===== config.mk =====
export PLATFORM = sky130hd
export DESIGN_NAME = mtc_top
export DESIGN_NICKNAME = d
export VERILOG_FILES = /design/src/rtl/mtc_pkg.sv /design/src/rtl/mtc_cls_if.sv /design/src/rtl/mtc_classify.sv /design/src/rtl/mtc_top.sv
export SDC_FILE = /design/constraint.sdc
export NUM_CORES = 1
export LEC_CHECK = 0
export CAP_MARGIN = 0
export CORE_UTILIZATION = 64
export CTS_BUF_LIST = sky130_fd_sc_hd__clkbuf_16
export DETAILED_ROUTE_END_ITERATION = 12
export DONT_BUFFER_PORTS = 1
export PLACE_DENSITY = 0.8
export SLEW_MARGIN = 10
export SYNTH_ARGS = -nofsm -noshare
export SYNTH_HDL_FRONTEND = slang
export SYNTH_SLANG_ARGS = --single-unit

===== constraint.sdc =====
create_clock -name clk_i -period 4.35 [get_ports clk_i]
set_clock_uncertainty 0.1 [all_clocks]
set_input_delay 0.435 -clock clk_i [delete_from_list [all_inputs] [get_ports clk_i]]
set_output_delay 0.435 -clock clk_i [all_outputs]
set_load 0.01 [all_outputs]

===== src/rtl/mtc_pkg.sv =====
`default_nettype none
package mtc_pkg;
   // ---------------------------------------------------------------
   // Register map
   // ---------------------------------------------------------------
   localparam logic [7:0]  TXC_OFFSET    = 8'h70;
   localparam logic [15:0] TXC_RESET     = 16'h0000;
   localparam logic [15:0] TXC_WMASK     = 16'h01ff;
   localparam int          ICMP_BIT      = 8;
   localparam int          UDP_BIT       = 7;
   localparam int          TCP_BIT       = 6;
   localparam int          IPH_BIT       = 5;
   localparam int          FLUSH_BIT     = 4;
   localparam int          FCE_BIT       = 3;
   localparam int          PAD_BIT       = 2;
   localparam int          CRC_BIT       = 1;
   localparam int          RUN_BIT       = 0;

   // ---------------------------------------------------------------
   // Frame layout
   // ---------------------------------------------------------------
   localparam logic [6:0]  MIN_FRAME     = 7'h40;
   localparam logic [6:0]  CRC_BYTES     = 7'h04;
   localparam logic [31:0] CRC_POLY      = 32'hedb88320;
   localparam logic [31:0] CRC_INIT      = 32'hffffffff;
   localparam logic [6:0]  ETYPE_HI_IDX  = 7'h0c;
   localparam logic [6:0]  ETYPE_LO_IDX  = 7'h0d;
   localparam logic [6:0]  IP_VER_IDX    = 7'h0e;
   localparam logic [6:0]  IP_PROTO_IDX  = 7'h17;
   localparam logic [7:0]  ETYPE_IPV4_HI = 8'h08;
   localparam logic [7:0]  ETYPE_IPV4_LO = 8'h00;
   localparam logic [3:0]  IP_VERSION4   = 4'h4;
   localparam logic [7:0]  PROTO_ICMP    = 8'h01;
   localparam logic [7:0]  PROTO_TCP     = 8'h06;
   localparam logic [7:0]  PROTO_UDP     = 8'h11;

   typedef enum logic [2:0] {
      S_STOP = 3'b000,
      S_DATA = 3'b001,
      S_PAD  = 3'b010,
      S_CRC  = 3'b011
   } mtc_state_e;
endpackage
`default_nettype wire


===== src/rtl/mtc_cls_if.sv =====
`timescale 1ns/1ps
`default_nettype none
interface mtc_cls_if;
   logic [7:0] byte_v;
   logic       stb;
   logic [6:0] idx;
   logic [3:0] en;
   logic [3:0] req;
   modport src (output byte_v, output stb, output idx, output en,
                input req);
   modport cls (input byte_v, input stb, input idx, input en,
                output req);
endinterface
`default_nettype wire


===== src/rtl/mtc_classify.sv =====
`timescale 1ns/1ps
`default_nettype none
module mtc_classify
   import mtc_pkg::*;
(
   input  wire logic clk_i,
   input  wire logic reset_i,
   mtc_cls_if.cls    cls
);
   logic       etype_hi_q;
   logic       ipv4_q;
   logic [7:0] proto_q;

   // ---------------------------------------------------------------
   // Header sniffing, one byte per strobe
   // ---------------------------------------------------------------
   always_ff @(posedge clk_i) begin
      if (reset_i) begin
         etype_hi_q <= 1'b0;
         ipv4_q     <= 1'b0;
         proto_q    <= 8'h00;
      end else if (cls.stb) begin
         if (cls.idx == 7'h00) begin
            etype_hi_q <= 1'b0;
            ipv4_q     <= 1'b0;
            proto_q    <= 8'h00;
         end
         if (cls.idx == ETYPE_HI_IDX)
            etype_hi_q <= (cls.byte_v == ETYPE_IPV4_HI);
         if (cls.idx == ETYPE_LO_IDX)
            ipv4_q <= etype_hi_q && (cls.byte_v == ETYPE_IPV4_LO);
         if (cls.idx == IP_VER_IDX)
            ipv4_q <= ipv4_q && (cls.byte_v[7:4] == IP_VERSION4);
         if (cls.idx == IP_PROTO_IDX)
            proto_q <= cls.byte_v;
      end
   end

   // Requests only for protocols whose enable is on
   assign cls.req[3] = cls.en[3] && ipv4_q && (proto_q == PROTO_ICMP); // RULE1
   assign cls.req[2] = cls.en[2] && ipv4_q && (proto_q == PROTO_UDP);  // RULE2
   assign cls.req[1] = cls.en[1] && ipv4_q && (proto_q == PROTO_TCP);  // RULE3
   assign cls.req[0] = cls.en[0] && ipv4_q;                            // RULE4
endmodule
`default_nettype wire


===== src/rtl/mtc_top.sv =====
`timescale 1ns/1ps
`default_nettype none
// Functional notes
// RULE1: ICMP checksum inserted only when bit 8 set
// RULE2: UDP checksum inserted only when bit 7 set
// RULE3: TCP checksum inserted only when bit 6 set
// RULE4: IPv4 header checksum only when bit 5 set
// RULE5: Flush clears queue and frame pointer
// RULE6: Software stops transmit before flush, then unflushes
// RULE7: Full duplex flow control sends PAUSE at threshold
// RULE8: Half duplex flow control uses back-pressure
// RULE9: Flow control off: no PAUSE, no back-pressure
// RULE10: Padding extends short frames to 64 bytes
// RULE11: Software enables CRC whenever padding is enabled; the testbench also runs one pass with padding and no CRC, padded to 64
// RULE12: CRC enable appends 32-bit CRC to frame
// RULE13: Run enable starts transmit of queued frames
// RULE14: Stop takes effect after current frame ends
// RULE15: All control bits reset to zero
module mtc_top
   import mtc_pkg::*;
#(
   parameter int FPTR_W = 12
) (
   input  wire logic              clk_i,
   input  wire logic              reset_i,
   input  wire logic              reg_wr_i,
   input  wire logic              reg_rd_i,
   input  wire logic [7:0]        reg_addr_i,
   input  wire logic [1:0]        reg_be_i,
   input  wire logic [15:0]       reg_wdata_i,
   output logic      [15:0]       reg_rdata_o,
   input  wire logic [7:0]        in_data_i,
   input  wire logic              in_valid_i,
   input  wire logic              in_last_i,
   output logic                   in_ready_o,
   output logic      [7:0]        out_data_o,
   output logic                   out_valid_o,
   output logic                   out_last_o,
   input  wire logic              out_ready_i,
   input  wire logic              full_duplex_i,
   input  wire logic              rx_thresh_i,
   output logic                   pause_req_o,
   output logic                   backpressure_o,
   output logic                   flush_o,
   output logic                   tx_running_o,
   output logic      [FPTR_W-1:0] frame_ptr_o,
   output logic      [3:0]        csum_req_o
);
   import mtc_pkg::*;

   // ---------------------------------------------------------------
   // Control register
   // ---------------------------------------------------------------
   logic [15:0] ctrl_q;
   logic [15:0] ctrl_d;
   logic [15:0] rdata_d;
   wire         reg_hit   = (reg_addr_i == TXC_OFFSET);
   wire         wr_hit    = reg_wr_i && reg_hit;
   wire  [15:0] wr_merge  = {reg_be_i[1] ? reg_wdata_i[15:8] : ctrl_q[15:8],
                             reg_be_i[0] ? reg_wdata_i[7:0] : ctrl_q[7:0]};
   assign ctrl_d  = wr_hit ? (wr_merge & TXC_WMASK) : ctrl_q;
   assign rdata_d = (reg_rd_i && reg_hit) ? (ctrl_q & TXC_WMASK) : 16'h0000;

   wire flush  = ctrl_q[FLUSH_BIT];
   wire run_en = ctrl_q[RUN_BIT];
   wire fce    = ctrl_q[FCE_BIT];
   wire pad_en = ctrl_q[PAD_BIT];
   wire crc_en = ctrl_q[CRC_BIT];

   always_ff @(posedge clk_i) begin
      if (reset_i) begin
         ctrl_q      <= TXC_RESET; // RULE15
         reg_rdata_o <= 16'h0000;
      end else begin
         ctrl_q      <= ctrl_d;
         reg_rdata_o <= rdata_d;
      end
   end

   // ---------------------------------------------------------------
   // Frame sequencer
   // ---------------------------------------------------------------
   mtc_state_e       state_q;
   mtc_state_e       state_d;
   logic [6:0]       cnt_q;
   logic [31:0]      crc_q;
   logic [1:0]       crc_idx_q;
   logic [FPTR_W-1:0] fptr_q;
   logic             last_d;

   wire        fire_in  = in_valid_i && in_ready_o;
   wire        fire_out = out_valid_o && out_ready_i;
   wire        out_free = !out_valid_o || fire_out;
   // Pad to 60 when CRC follows, so the wire frame is 64
   wire  [6:0] pad_tgt  = crc_en ? (MIN_FRAME - CRC_BYTES) : MIN_FRAME;
   wire  [6:0] cnt_inc  = (cnt_q == 7'h7f) ? cnt_q : cnt_q + 7'h01;
   wire        pad_more = pad_en && (cnt_inc < pad_tgt); // RULE10
   wire [31:0] crc_out  = ~crc_q;
   wire  [7:0] crc_byte = crc_out[{crc_idx_q, 3'b000} +: 8];
   wire        load     = (state_q == S_DATA) ? fire_in :
                          ((state_q == S_PAD) || (state_q == S_CRC)) ?
                          out_free : 1'b0;
   wire  [7:0] load_byte = (state_q == S_DATA) ? in_data_i :
                           (state_q == S_PAD) ? 8'h00 : crc_byte;
   wire        frame_end = load && last_d;

   function automatic logic [31:0] crc_step(input logic [31:0] c,
                                            input logic [7:0]  b);
      logic [31:0] r;
      r = c ^ {24'h000000, b};
      for (int i = 0; i < 8; i++) begin
         r = r[0] ? ((r >> 1) ^ CRC_POLY) : (r >> 1);
      end
      return r;
   endfunction

   always_comb begin
      state_d = state_q;
      last_d  = 1'b0;
      case (state_q)
         S_STOP: begin
            if (run_en && !flush)
               state_d = S_DATA; // RULE13
         end
         S_DATA: begin
            if (fire_in && in_last_i) begin
               if (pad_more)
                  state_d = S_PAD;
               else if (crc_en)
                  state_d = S_CRC; // RULE12
               else begin
                  last_d  = 1'b1;
                  state_d = run_en ? S_DATA : S_STOP;
               end
            end else if (!fire_in && cnt_q == 7'h00 && !run_en) begin
               state_d = S_STOP; // RULE14
            end
         end
         S_PAD: begin
            if (out_free && cnt_inc >= pad_tgt) begin
               if (crc_en)
                  state_d = S_CRC;
               else begin
                  last_d  = 1'b1;
                  state_d = run_en ? S_DATA : S_STOP;
               end
            end
         end
         S_CRC: begin
            if (out_free && crc_idx_q == 2'h3) begin
               last_d  = 1'b1;
               state_d = run_en ? S_DATA : S_STOP; // RULE14
            end
         end
         default: state_d = S_STOP;
      endcase
      if (flush)
         state_d = S_STOP; // RULE5
   end

   wire out_valid_d = load ? 1'b1 : (fire_out ? 1'b0 : out_valid_o);
   // One byte in flight: halves throughput, but in_ready stays a flop
   wire in_ready_d  = (state_d == S_DATA) && !out_valid_d;

   always_ff @(posedge clk_i) begin
      if (reset_i) begin
         state_q     <= S_STOP;
         cnt_q       <= 7'h00;
         crc_q       <= CRC_INIT;
         crc_idx_q   <= 2'h0;
         fptr_q      <= '0;
         out_data_o  <= 8'h00;
         out_valid_o <= 1'b0;
         out_last_o  <= 1'b0;
         in_ready_o  <= 1'b0;
      end else begin
         state_q     <= state_d;
         out_valid_o <= out_valid_d;
         in_ready_o  <= in_ready_d;
         if (load) begin
            out_data_o <= load_byte;
            out_last_o <= last_d;
         end
         if (flush) begin
            cnt_q     <= 7'h00; // RULE5
            crc_q     <= CRC_INIT;
            crc_idx_q <= 2'h0;
            fptr_q    <= '0; // RULE5
         end else if (frame_end) begin
            cnt_q     <= 7'h00;
            crc_q     <= CRC_INIT;
            crc_idx_q <= 2'h0;
            fptr_q    <= fptr_q + 1'b1;
         end else if (load) begin
            cnt_q <= cnt_inc;
            if (state_q == S_CRC)
               crc_idx_q <= crc_idx_q + 2'h1;
            else
               crc_q <= crc_step(crc_q, load_byte); // RULE12
         end
      end
   end

   // ---------------------------------------------------------------
   // Checksum classification
   // ---------------------------------------------------------------
   mtc_cls_if cls_if ();
   assign cls_if.byte_v = load_byte;
   assign cls_if.stb    = load && (state_q == S_DATA);
   assign cls_if.idx    = cnt_q;
   assign cls_if.en     = {ctrl_q[ICMP_BIT], ctrl_q[UDP_BIT],
                           ctrl_q[TCP_BIT], ctrl_q[IPH_BIT]};

   mtc_classify u_cls (
      .clk_i   (clk_i),
      .reset_i (reset_i),
      .cls     (cls_if.cls)
   );

   // ---------------------------------------------------------------
   // Flow control and status
   // ---------------------------------------------------------------
   logic thr_q;
   wire  pause_d = fce && full_duplex_i && rx_thresh_i && !thr_q; // RULE7
   wire  bp_d    = fce && !full_duplex_i && rx_thresh_i;          // RULE8

   always_ff @(posedge clk_i) begin
      if (reset_i) begin
         thr_q          <= 1'b0;
         pause_req_o    <= 1'b0;
         backpressure_o <= 1'b0;
         flush_o        <= 1'b0;
         tx_running_o   <= 1'b0;
         csum_req_o     <= 4'h0;
      end else begin
         thr_q          <= rx_thresh_i;
         pause_req_o    <= pause_d; // RULE9
         backpressure_o <= bp_d;    // RULE9
         flush_o        <= flush;
         tx_running_o   <= (state_d != S_STOP);
         if (frame_end)
            csum_req_o <= cls_if.req; // RULE1 RULE2 RULE3 RULE4
      end
   end
   assign frame_ptr_o = fptr_q;

   // ---------------------------------------------------------------
   // Checks
   // ---------------------------------------------------------------
   a_icmp_gate: // RULE1
   assert property (@(posedge clk_i) disable iff (reset_i)
      (frame_end && !ctrl_q[ICMP_BIT]) |=> !csum_req_o[3])
      else $error("ICMP request without enable");
   a_udp_gate: // RULE2
   assert property (@(posedge clk_i) disable iff (reset_i)
      (frame_end && !ctrl_q[UDP_BIT]) |=> !csum_req_o[2])
      else $error("UDP request without enable");
   a_tcp_gate: // RULE3
   assert property (@(posedge clk_i) disable iff (reset_i)
      (frame_end && !ctrl_q[TCP_BIT]) |=> !csum_req_o[1])
      else $error("TCP request without enable");
   a_iph_gate: // RULE4
   assert property (@(posedge clk_i) disable iff (reset_i)
      (frame_end && !ctrl_q[IPH_BIT]) |=> !csum_req_o[0])
      else $error("IP header request without enable");
   a_flush_clear: // RULE5
   assert property (@(posedge clk_i) disable iff (reset_i)
      flush |=> (state_q == S_STOP) && (fptr_q == '0) && flush_o)
      else $error("Flush did not clear queue state");
   a_pause_pulse: // RULE7
   assert property (@(posedge clk_i) disable iff (reset_i)
      (fce && full_duplex_i && $rose(rx_thresh_i)) |=> pause_req_o ##1
      !pause_req_o || $rose(rx_thresh_i))
      else $error("PAUSE request missing at threshold");
   a_backpress_half: // RULE8
   assert property (@(posedge clk_i) disable iff (reset_i)
      (fce && !full_duplex_i && rx_thresh_i) |=> backpressure_o)
      else $error("Back-pressure missing in half duplex");
   a_no_flowctl: // RULE9
   assert property (@(posedge clk_i) disable iff (reset_i)
      !fce |=> !pause_req_o && !backpressure_o)
      else $error("Flow control while disabled");
   a_pad_length: // RULE10
   assert property (@(posedge clk_i) disable iff (reset_i)
      (state_q == S_CRC && pad_en) |-> (cnt_q >= MIN_FRAME - CRC_BYTES))
      else $error("Padded frame shorter than minimum");
   a_crc_four: // RULE12
   assert property (@(posedge clk_i) disable iff (reset_i)
      (state_q == S_CRC && out_free && !flush && crc_idx_q == 2'h3) |=>
      out_last_o && out_valid_o)
      else $error("CRC did not end the frame");
   a_run_start: // RULE13
   assert property (@(posedge clk_i) disable iff (reset_i)
      (state_q == S_STOP && run_en && !flush) |=> tx_running_o)
      else $error("Run enable did not start transmit");
   a_stop_late: // RULE14
   assert property (@(posedge clk_i) disable iff (reset_i)
      (state_q == S_DATA && cnt_q != 7'h00 && !flush &&
       !(fire_in && in_last_i)) |=> (state_q != S_STOP))
      else $error("Stopped in the middle of a frame");
   a_reset_zero: // RULE15
   assert property (@(posedge clk_i)
      reset_i |=> (ctrl_q == 16'h0000) && !tx_running_o)
      else $error("Control not cleared by reset");
endmodule
`default_nettype wire


# Word-level counts from Yosys, hierarchy flattened
# Cells that the tools add are included.
[totals]
register_bits = 111
latchBits = 0
mem_bits_rw = 0
mem_bits_ro = 0
in_bits = 43
word_cells = 148
n_memories = 0
[op_classes]
add_sub_neg = 3
n_mul = 0
div = 0
n_lt_le_gt_ge = 2
n_eq_ne = 16
shift = 1
muxes = 38
bitwise = 12
reduce_logical = 54
[op_table]
columns = ["op", "n"]
rows = [
  ["$mux W32", 8],
  ["$not A13 Y14", 8],
  ["$mux W8", 4],
  ["$not A32 Y32", 1],
  ["$shiftx A32 B6 Y8", 1],
  ["$xor A32 B8 Y32", 1],
  ["$logic_and A1 B1 Y1", 28],
  ["$eq A7 B4 Y1 const B", 3],
  ["$mux W3", 6],
  ["$mux W1", 14],
  ["$mux W7", 2],
  ["$reduce_and A2 Y1", 7],
  ["$add A12 B1 Y12 const B", 1],
  ["$pmux W3 S4", 1],
  ["$eq A8 B1 Y1 const B", 1],
  ["$eq A8 B3 Y1 const B", 1],
  ["$eq A8 B4 Y1 const B", 1],
  ["$eq A8 B5 Y1 const B", 1],
  ["$eq A8 B7 Y1 const B", 1],
  ["$logic_not A8 Y1", 1],
  ["$add A7 B1 Y7 const B", 1],
  ["$eq A7 B5 Y1 const B", 1],
  ["$eq A7 B7 Y1 const B", 1],
  ["$ge A7 B7 Y1", 1],
  ["17 further kinds", 31],
]

# Logic depth before layout (Yosys ltp)
# Gate-level depths: netlist (run 1).
[logic_depth]
depth_word = 21
depth_mapped = 18
ltp_nobuf = 15

# By module
# A second synthesis (run 1) with hierarchy kept.
[unflattened]
hier_cells = 604
area_unflattened_um2 = 5696.7
[modules_own_cells]
columns = ["module", "instances", "cells_each", "area_each_um2"]
rows = [
  ["mtc_top", 1, 550, 5172.5],
  ["mtc_classify", 1, 54, 524.3],
]

# Least setup slack after synthesis (run 1)
# Ideal clock, no wire load.
[synth_timing]
path_type = "register to register"
from = "register cnt_q[0], in the netlist cls_if.idx[0]"
to = "register crc_q[17]"
setup_ns = 0.134
t_arrival_ns = 3.284
required_time_ns = 4.116
slack_ns = 0.832
path_stages_with_launch = 19
n_path_buf = 3
path_cell_list = "dfxtp_1 ha_1 and4_1 buf_2 nand3_1 nand4_1 nor2_1 xor2_1 ha_1 a21o_1 a21oi_1 nor2b_1 a211oi_2 o21ai_1 buf_2 nand3b_1 buf_2 nor3_1 a31oi_1"
[synth_via]
elab_chain_cells = 9
word_cells_on_any_way = 13
[synth_rtl]
columns = ["element", "line_no", "text"]
rows = [
  ["start, declared", "mtc_top.sv:85", "logic [6:0] cnt_q;"],
  ["start signal, assigned", "mtc_top.sv:195", "cnt_q <= cnt_inc;"],
  ["$add A7 B1 Y7 / $eq A7 B7 Y1 (equally long branches)", "mtc_top.sv:96", "wire [6:0] cnt_inc = (cnt_q == 7'h7f) ? cnt_q : cnt_q + 7'h01;"],
  ["$mux W7 *", "mtc_top.sv:96", ""],
  ["named net cnt_inc[5]", "mtc_top.sv:96", ""],
  ["$lt A7 B7 Y1", "mtc_top.sv:97", "wire pad_more = pad_en && (cnt_inc < pad_tgt);"],
  ["$logic_and A1 B1 Y1", "mtc_top.sv:97", ""],
  ["$mux W1", "mtc_top.sv:127", "if (pad_more)"],
  ["$mux W1", "mtc_top.sv:126", "if (fire_in && in_last_i) begin"],
  ["$pmux W1 S3 *", "mtc_top.sv:120", "case (state_q)"],
  ["$logic_and A1 B1 Y1 *", "mtc_top.sv:105", "wire frame_end = load && last_d;"],
  ["$reduce_or A3 Y1 (no line) *", "-", ""],
  ["end signal, assigned", "mtc_top.sv:199", "crc_q <= crc_step(crc_q, load_byte);"],
  ["end, declared", "mtc_top.sv:86", "logic [31:0] crc_q;"],
]
# Mark *: on every way through the listed nets, which the timed path passes. The rest lies on a longest branch.
# A chain may end at the register's enable or synchronous reset.

# Worst setup path in the final report (run 1)
[layout_timing]
from = "register cnt_q[0], in the netlist cls_if.idx[0]"
to = "register crc_q[23]"
# Same word-level chain as after synthesis.

==> impl_metrics.env, run 1 <==
export IMPL_synth_mux_area_share_pct=5.923
export IMPL_placed_cells=684
export IMPL_synth_top_area_cell="dfxtp_1"
export IMPL_die_w_um=96.75
export IMPL_drv_slew=0
export IMPL_die_area_mm2=0.009361
export IMPL_reg2reg_depth=17
export IMPL_final_cells=701
export IMPL_place_hpwl_mm=8.954
export IMPL_hold_ws_ns=0.04459
export IMPL_pwr_density_cell_mw_per_mm2=301.0
export IMPL_drive_above_1_share_pct=10.46
export IMPL_synth_top_family_by_area="XOR/XNOR gates"
export IMPL_whs_path_depth=1
export IMPL_grt_pass1_vias=4145
export IMPL_intPower_mw=1.420
export IMPL_outcome="finished, final reports clean"
export IMPL_io_pin_count=90
export IMPL_power_mw=1.831
export IMPL_required_ns=4.50
export IMPL_synth_compound_area_share_pct=16.35
export IMPL_wl_mm=12.70
export IMPL_grtUsageMet1_pct=35.11
export IMPL_use_met2_pct=45.61
export IMPL_num_fill_cells=641
export IMPL_setup_viol=0
export IMPL_yosysTopAreaCellShare_pct=36.24
export IMPL_post_route_period_util_pct=92.21
export IMPL_wl_per_cell_um=18.12
export IMPL_yosys_area_share_simple_pct=16.92
export IMPL_cts_buffer_depth=2
export IMPL_dr_pass1_iters=5
export IMPL_die_h_um=96.75
export IMPL_ys_seq_area_share_pct=36.24
export IMPL_final_cell_mix="104 x dfxtp_1, 62 x nor2_1, 56 x xnor2_1, 44 x nand2_1, 34 x a21oi_1"
export IMPL_grt_max_degree=54
export IMPL_ctsResizeCount=0
export IMPL_pwr_share_comb_pct=1.0
export IMPL_synth_warnings=0
export IMPL_fin_crit_ns=4.011
export IMPL_p_clk_share_pct=46.9
export IMPL_synth_flop_cell="dfxtp_1"
export IMPL_hold_class="input pin to flop"
export IMPL_synthXorXnorAreaFrac_pct=17.90
export IMPL_grt_pass1_wl_mm=20.78
export IMPL_synth_edf_count=0
export IMPL_syn_area_per_cell_um2=9.497
export IMPL_final_common_cell="dfxtp_1"
export IMPL_slew_headroom_pct=29.42
export IMPL_worst_pin_slew_ns=1.059
export IMPL_finalSetupTns_ns=0
export IMPL_ys_top_cells_by_area="dfxtp_1 36%, xnor2_1 8.5%, nor2_1 4.1%"
export IMPL_antenna_found_initial=0
export IMPL_portBuffers=0
export IMPL_critPathLaunchType="flop"
export IMPL_synthDistinctLibCells=72
export IMPL_fmax_ghz=0.2493
export IMPL_num_antenna_cells=0
export IMPL_rsz0062_at_grt="no"
export IMPL_vias_per_cell=6.198
export IMPL_switching_share_pct=22.46
export IMPL_peakVddDrop_mv=0.2244
export IMPL_critPathKind="flop to flop"
export IMPL_synthAdderAreaFrac_pct=2.395
export IMPL_cts_tree="done"
export IMPL_postSynth_asyncResetShare_pct=0
export IMPL_start_util_pct=65.88
export IMPL_drtIter0Drc=336
export IMPL_final_nets=642
export IMPL_cp_max_fo=25
export IMPL_p_seq_share_pct=52.1
export IMPL_syn_to_final_growth_pct=5.858
export IMPL_hold_violations=0
export IMPL_globalplace_congestion=0.8572
export IMPL_htree_num_levels=3
export IMPL_use_met3_pct=6.503
export IMPL_grt_overflow=0
export IMPL_worst_setup_path_end_kind="flop"
export IMPL_cap_violations=0
export IMPL_coreArea_mm2=0.008721
export IMPL_post_cts_buffers=0
export IMPL_syn_instance_count=605
export IMPL_grt_busiest_layer="met2"
export IMPL_rows=34
export IMPL_cts_root_buffer="clkbuf_16"
export IMPL_vias=4345
export IMPL_clk_insertion_delay_late_ns=0.35
export IMPL_path_clk_slew_ns=0.08
export IMPL_numCtsBuffers=9
export IMPL_p_leak_nw=2.204
export IMPL_worstPathArrival_ns=4.16
export IMPL_drc=0
export IMPL_p_switching_mw=0.4112
export IMPL_grt_usage_pct=27.46
export IMPL_syn_area_mm2=0.005746
export IMPL_antenna_left=0
export IMPL_ys_ff_latch=104
export IMPL_cts_hold_buf=0
export IMPL_clock_sinks=104
==> layout make-up <==
type,instances,area (um^2),area share (%)
Multi-Input combinational cell,461,3460,56.88
Clock buffer,9,225.2,3.703
Inverter,6,22.52,0.3703
Timing Repair Buffer,6,65.06,1.070
Tap cell,108,135.1,2.222
Clock inverter,7,92.59,1.522
Sequential cell,104,2082,34.23
==> layer usage <==
layer,routed length [um],vias up
met4,298,0
met3,932,22
li1,-,2090
met5,0,-
met1,5422,2036
met2,6047,197
==> sequential cells by signal, summed over array words and instances, names as in the netlist, 2 cells and up <==
register	cells
reg_rdata_o	9
cls_if.idx	7
frame_ptr_o	12
crc_idx_q	2
state_q	3
out_data_o	8
u_cls.proto_q	8
crc_q	32
csum_req_o	4
ctrl_q	9
==> power groups by stage <==
stage | Clock (mW) | Sequential, mW | Combinational (mW)
floorplan | 0 | 0.975 | 0.0247
global route | 0.900 | 0.954 | 0.0207
global placement | 0 | 0.976 | 0.0184
detailed placement | 0 | 0.976 | 0.0187
CTS | 0.866 | 0.954 | 0.0186
finish | 0.858 | 0.954 | 0.0190
==> worst max-delay path: stages, from the launching register on <==
cell      delay, ns
dfxtp_1        0.47
ha_1           0.26
and4_1         0.33
nand3_1        0.15
nand4_1        0.22
nor2_1         0.09
xor2_1         0.15
ha_1           0.30
a21o_1         0.18
a21oi_1        0.19
nor2b_1        0.25
a211oi_2       0.12
o21ai_1        0.20
buf_4          0.20
nand3b_1       0.09
buf_4          0.26
a21oi_1        0.14
a21bo_1        0.21
==> synthesized netlist by cell type (3+ instances only) <==
master / n
or3_1: 4
ha_1: 11
a221oi_4: 3
buf_2: 10
nand3_1: 13
nand4_1: 6
dfxtp_1: 104
nor2b_1: 11
a21bo_1: 3
mux2_2: 4
and4_1: 3
a31oi_1: 8
mux2_1: 7
xor2_2: 3
a211oi_1: 15
nor3b_1: 4
buf_4: 10
clkbuf_1: 19
a22oi_1: 6
a21oi_1: 34
nand2_1: 44
a21o_1: 3
and2_1: 12
nand4b_1: 3
xnor2_1: 56
xnor2_4: 8
nor3_1: 10
nor2_1: 62
inv_1: 5
o21ai_0: 5
o21ai_1: 12
nor4_1: 3
mux2i_1: 18
nand3b_1: 3
xnor2_2: 4
and3_1: 7
o22ai_1: 3
o211ai_1: 15
xor2_1: 17
==> logic make-up (layout without fill, tap and decap cells) <==
logic type / Yosys count / in the layout
AND/OR/NAND/NOR: 194 / 194
AO/OA/AOI/OAI: 127 / 127
flip-flops: 104 / 104
XOR/XNOR: 90 / 90
buffers and inverters: 47 / 28
multiplexers: 31 / 31
adder cells (fa/ha/maj): 11 / 11
other: 1 / 8
==> worst paths after layout <==
| check | start | slack [ns] | endpoint |
|---|---|---|---|
| setup / recovery | cls_if.idx[0] | 0.34 | crc_q[23] |
| hold / removal | full_duplex_i | 0.04 | backpressure_o |
| setup reg to reg | cls_if.idx[0] | 0.34 | crc_q[23] |
| hold reg to reg | thr_q | 0.30 | pause_req_o |
==> metrics by stage <==
step | area [um^2] | utilization [%] | worst slack [ns]
final | 6082 | 69.74 | 0.3390
after global routing | 6082 | 69.74 | 0.09232
after CTS | 6055 | 69.43 | 0.3965
after detailed placement | 5737 | 65.78 | 0.4037
after global placement | 5737 | 65.78 | 0.5779
after floorplan | 5772 | - | 0.8323
No activity file was read; power rests on OpenSTA's default activity.
==> inputs of run 2 (changes only) <==
--- a/config.mk
+++ b/config.mk
@@ -6,11 +6,11 @@
 export NUM_CORES = 1
 export LEC_CHECK = 0
 export CAP_MARGIN = 0
-export CORE_UTILIZATION = 64
+export CORE_UTILIZATION = 40
 export CTS_BUF_LIST = sky130_fd_sc_hd__clkbuf_16
 export DETAILED_ROUTE_END_ITERATION = 12
 export DONT_BUFFER_PORTS = 1
-export PLACE_DENSITY = 0.8
+export GPL_TIMING_DRIVEN = 0
 export SLEW_MARGIN = 10
 export SYNTH_ARGS = -nofsm -noshare
 export SYNTH_HDL_FRONTEND = slang
==> impl_metrics.env, run 2 (synthesis gave the netlist of run 1 again) <==
export IMPL_worstReg2RegEnd="crc_q[23]"
export IMPL_fin_crit_ns=3.994
export IMPL_start_util_pct=41.23
export IMPL_numCtsBuffers=9
export IMPL_io_pin_count=90
export IMPL_antenna_found_initial=0
export IMPL_path_clk_slew_ns=0.08
export IMPL_drtIter0Drc=302
export IMPL_hold_violations=0
export IMPL_p_seq_share_pct=52.8
export IMPL_top_register="crc_q"
export IMPL_final_cell_mix="102 x dfxtp_1, 62 x nor2_1, 56 x xnor2_1, 43 x nand2_1, 34 x a21oi_1"
export IMPL_cap_violations=0
export IMPL_dr_pass1_iters=5
export IMPL_grt_pass1_wl_mm=22.05
export IMPL_whs_path_depth=1
export IMPL_intPower_mw=1.372
export IMPL_grt_usage_pct=19.52
export IMPL_outcome="finished, final reports clean"
export IMPL_clock_sinks=104
export IMPL_coreArea_mm2=0.01393
export IMPL_p_clk_share_pct=45.1
export IMPL_fmax_ghz=0.2504
export IMPL_globalplace_congestion=0.8696
export IMPL_largest_reg_flops=32
export IMPL_critPathKind="flop to flop"
export IMPL_die_w_um=121.9
export IMPL_drive_above_1_share_pct=13.77
export IMPL_reg2reg_depth=18
export IMPL_num_antenna_cells=0
export IMPL_worst_pin_slew_ns=0.8015
export IMPL_clk_insertion_delay_late_ns=0.35
export IMPL_hold_class="input pin to flop"
export IMPL_pwr_density_cell_mw_per_mm2=283.9
export IMPL_final_common_cell="dfxtp_1"
export IMPL_htree_num_levels=3
export IMPL_switching_share_pct=23.89
export IMPL_slew_headroom_pct=46.12
export IMPL_cts_hold_buf=0
export IMPL_vias=4405
export IMPL_p_switching_mw=0.4306
export IMPL_place_hpwl_mm=10.40
export IMPL_wl_mm=14.04
export IMPL_grt_pass1_vias=4089
export IMPL_pre_cts_ws_ns=0.04004
export IMPL_fin_ws_ns=0.3556
export IMPL_antenna_left=0
export IMPL_vias_per_cell=5.425
export IMPL_post_route_period_util_pct=91.83
export IMPL_cp_max_fo=10
export IMPL_postPlaceCellArea_mm2=0.005997
export IMPL_required_ns=4.50
export IMPL_worst_setup_path_end_kind="flop"
export IMPL_die_h_um=121.9
export IMPL_setup_viol=0
export IMPL_die_area_mm2=0.01485
export IMPL_hold_path_end="backpressure_o"
export IMPL_drc=0
export IMPL_worstPathArrival_ns=4.14
export IMPL_wl_per_cell_um=17.28
export IMPL_peakVddDrop_mv=0.2106
export IMPL_drv_slew=0
export IMPL_p_leak_nw=2.314
export IMPL_final_nets=681
export IMPL_cts_tree="done"
export IMPL_portBuffers=0
export IMPL_pwr_share_comb_pct=2.0
export IMPL_num_fill_cells=1355
export IMPL_hp_start="full_duplex_i"
export IMPL_syn_to_final_growth_pct=10.50
export IMPL_grt_max_degree=21
export IMPL_r2r_start="cls_if.idx[0]"
export IMPL_cts_buffer_depth=2
export IMPL_rows=43
export IMPL_critPathLaunchType="flop"
export IMPL_grt_overflow=0
export IMPL_finish_instance_area_mm2=0.006349
export IMPL_cts_root_buffer="clkbuf_16"
export IMPL_regToRegSetupSlack_ns=0.36
run 2: timing repair:
item / in CTS / in global routing
buffers inserted: 0 / 4
gates resized for setup: 0 / 14
setup endpoints to repair: 0 / 41
run 2: cell type report:
class | count | area [um^2] | share of cell area, %
Clock inverter | 7 | 71.32 | 1.123
Buffer | 41 | 234.0 | 3.685
Clock buffer | 9 | 225.2 | 3.547
Timing Repair Buffer | 4 | 30.03 | 0.4730
Multi-Input combinational cell | 461 | 3456 | 54.43
Tap cell | 180 | 225.2 | 3.547
Sequential cell | 104 | 2085 | 32.83
Inverter | 6 | 22.52 | 0.3547
run 2: worst max-delay path by stage:
| stage | startpoint | end | slack (ns) | cells past startpoint |
|---|---|---|---|---|
| after global routing | cls_if.idx[0] | crc_q[23] | -0.0001 | 18 |
| final | cls_if.idx[0] | crc_q[23] | 0.36 | 18 |
| after CTS | cls_if.idx[0] | crc_q[6] | 0.01 | 18 |
| after global placement | cls_if.idx[0] | crc_q[0] | 0.11 | 18 |
| after floorplan | cls_if.idx[0] | crc_q[17] | 0.83 | 18 |
| after detailed placement | cls_if.idx[0] | crc_q[6] | 0.04 | 18 |
run 2: worst max-delay path, cell delays in order (launching register included):
cell      delay (ns)
dfxtp_2         0.41
ha_2            0.23
and4_1          0.19
buf_2           0.16
nand3_1         0.13
nand4_1         0.20
nor2_1          0.08
xor2_1          0.14
ha_1            0.30
and3_1          0.21
o21a_1          0.12
nand3b_1        0.19
and2_1          0.16
o21ai_1         0.18
clkbuf_4        0.26
nand3b_1        0.27
buf_4           0.25
a21oi_1         0.10
a21bo_1         0.20
run 2: metal layers:
layer  wire length, um  up-vias  GRT usage, %
met5                 0        -             0
met4               231        0         7.176
met3               794       18         4.916
met2              6644      127         31.78
met1              6364     2098         24.75
li1                  -     2162             -
run 2: power groups by stage:
stage          clock network [mW]  registers [mW]  logic, mW
2_1_floorplan                   0           0.975     0.0247
3_3_place_gp                    0           0.975     0.0324
3_5_place_dp                    0           0.975     0.0330
4_1_cts                     0.837           0.952     0.0329
5_1_grt                     0.869           0.952     0.0398
6_report                    0.814           0.952     0.0364
run 2: per-stage QoR:
stage               cells  setup TNS, ns  utilization, %  hold slack [ns]  total power [mW]
floorplan             612              0               -           0.2729            0.9994
global placement      792              0           43.04           0.2784             1.007
detailed placement    792              0           43.04           0.3022             1.008
CTS                   808              0           45.16          0.02400             1.822
global route          812     -0.0001097           45.56          0.02268             1.861
finish                812              0           45.56          0.04178             1.802
==> inputs of run 3 (changes only) <==
--- a/config.mk
+++ b/config.mk
@@ -11,6 +11,7 @@
 export DETAILED_ROUTE_END_ITERATION = 12
 export DONT_BUFFER_PORTS = 1
 export GPL_TIMING_DRIVEN = 0
+export RECOVER_POWER = 50
 export SLEW_MARGIN = 10
 export SYNTH_ARGS = -nofsm -noshare
 export SYNTH_HDL_FRONTEND = slang
==> impl_metrics.env, run 3 (synthesis gave the netlist of run 1 again) <==
export IMPL_required_ns=4.46
export IMPL_final_common_cell="dfxtp_1"
export IMPL_utilization_pct=45.35
export IMPL_grt_overflow=0
export IMPL_intPower_mw=1.371
export IMPL_worst_setup_path_end_kind="flop"
export IMPL_worst_pin_slew_ns=1.202
export IMPL_fmax_ghz=0.2479
export IMPL_hold_ws_ns=0.03975
export IMPL_place_hpwl_mm=10.40
export IMPL_cts_tree="done"
export IMPL_antenna_left=0
export IMPL_setup_viol=0
export IMPL_cap_violations=0
export IMPL_wl_mm=14.06
export IMPL_final_cell_mix="102 x dfxtp_1, 62 x nor2_1, 56 x xnor2_1, 43 x nand2_1, 34 x a21oi_1"
export IMPL_drtIter0Drc=319
export IMPL_top_register="crc_q"
export IMPL_io_pin_count=90
export IMPL_htree_num_levels=3
export IMPL_path_clk_slew_ns=0.08
export IMPL_postPlaceCellArea_mm2=0.005997
export IMPL_largest_reg_flops=32
export IMPL_globalplace_congestion=0.8696
export IMPL_post_route_period_util_pct=92.73
export IMPL_final_nets=681
export IMPL_multi_input_area_mm2=0.003436
export IMPL_p_switching_mw=0.4289
export IMPL_portBuffers=0
export IMPL_die_w_um=121.9
export IMPL_clock_sinks=104
export IMPL_drive_above_1_share_pct=13.13
export IMPL_cts_buffer_depth=2
export IMPL_fin_crit_ns=4.034
export IMPL_syn_to_final_growth_pct=9.996
export IMPL_final_cells=812
export IMPL_dr_pass1_iters=5
export IMPL_pre_cts_ws_ns=0.04004
export IMPL_drv_slew=0
export IMPL_cp_max_fo=10
export IMPL_regToRegSetupSlack_ns=0.32
export IMPL_hold_violations=0
export IMPL_critPathLaunchType="flop"
export IMPL_coreArea_mm2=0.01393
export IMPL_outcome="finished, final reports clean"
export IMPL_p_clk_share_pct=45.1
export IMPL_fin_ws_ns=0.3164
export IMPL_peakVddDrop_mv=0.2116
export IMPL_pwr_share_comb_pct=2.0
export IMPL_num_antenna_cells=0
export IMPL_finalSetupTns_ns=0
export IMPL_placed_cells=792
export IMPL_critPathKind="flop to flop"
export IMPL_p_leak_nw=2.304
export IMPL_grt_pass1_vias=4089
export IMPL_pwr_density_cell_mw_per_mm2=284.9
export IMPL_start_util_pct=41.23
export IMPL_cts_root_buffer="clkbuf_16"
export IMPL_die_h_um=121.9
export IMPL_register_area_mm2=0.002085
export IMPL_hold_class="input pin to flop"
export IMPL_wl_per_cell_um=17.32
export IMPL_grt_usage_pct=19.52
export IMPL_rows=43
export IMPL_power_mw=1.800
export IMPL_drc=0
export IMPL_switching_share_pct=23.82
export IMPL_num_fill_cells=1359
export IMPL_clk_insertion_delay_late_ns=0.35
export IMPL_vias=4394
export IMPL_die_area_mm2=0.01485
export IMPL_grt_max_degree=21
export IMPL_finish_instance_area_mm2=0.006320
export IMPL_grt_pass1_wl_mm=22.05
export IMPL_p_seq_share_pct=52.9
export IMPL_vias_per_cell=5.411
export IMPL_worstPathArrival_ns=4.15
export IMPL_antenna_found_initial=0
export IMPL_slew_headroom_pct=19.72
export IMPL_numCtsBuffers=9
==> run 3: worst max-delay path, cell delays in order, from the launching register on <==
cell	delay (ns)
dfxtp_1	0.30
clkbuf_1	0.19
nor3b_1	1.01
clkbuf_1	0.57
o2bb2ai_1	0.18
a211o_1	0.41
xor2_4	0.34
xnor2_4	0.22
xor2_2	0.30
xor2_1	0.19
a31oi_1	0.09
==> run 3: power groups by stage <==
stage          clock network [mW]  logic, mW  registers, mW
6_report                    0.812     0.0361          0.952
5_1_grt                     0.869     0.0394          0.952
4_1_cts                     0.837     0.0329          0.952
3_5_place_dp                    0     0.0330          0.975
3_3_place_gp                    0     0.0324          0.975
2_1_floorplan                   0     0.0247          0.975
==> run 3: layout make-up <==
type / count / area share [%]
inverter: 6 / 0.3564
timing repair buffer: 4 / 0.4752
buffer: 41 / 3.564
tap: 180 / 3.564
sequential: 104 / 32.98
clock buffer: 9 / 3.564
multi-input combinational: 461 / 54.37
clock inverter: 7 / 1.128
==> run 3: path summary, 6_finish.rpt <==
path,startpoint,end,depth (start not counted)
worst min register to register,thr_q,pause_req_o,1
worst max-delay path,state_q[2],crc_q[7],10
worst min-delay path,full_duplex_i,backpressure_o,1
worst max register to register,state_q[2],crc_q[7],10
==> run 3: what timing repair did <==
action / in CTS / in global routing
setup endpoints to repair: 0 / 41
hold buffers: 0 / 0
buffers inserted: 0 / 4
gates resized for setup: 0 / 14
==> run 3: routing by layer <==
layer / track usage, % / vias up / wire length (um)
li1: - / 2158 / -
met4: 7.176 / 0 / 234
met5: 0 / - / 0
met2: 31.78 / 119 / 6675
met3: 4.916 / 18 / 824
met1: 24.75 / 2099 / 6329
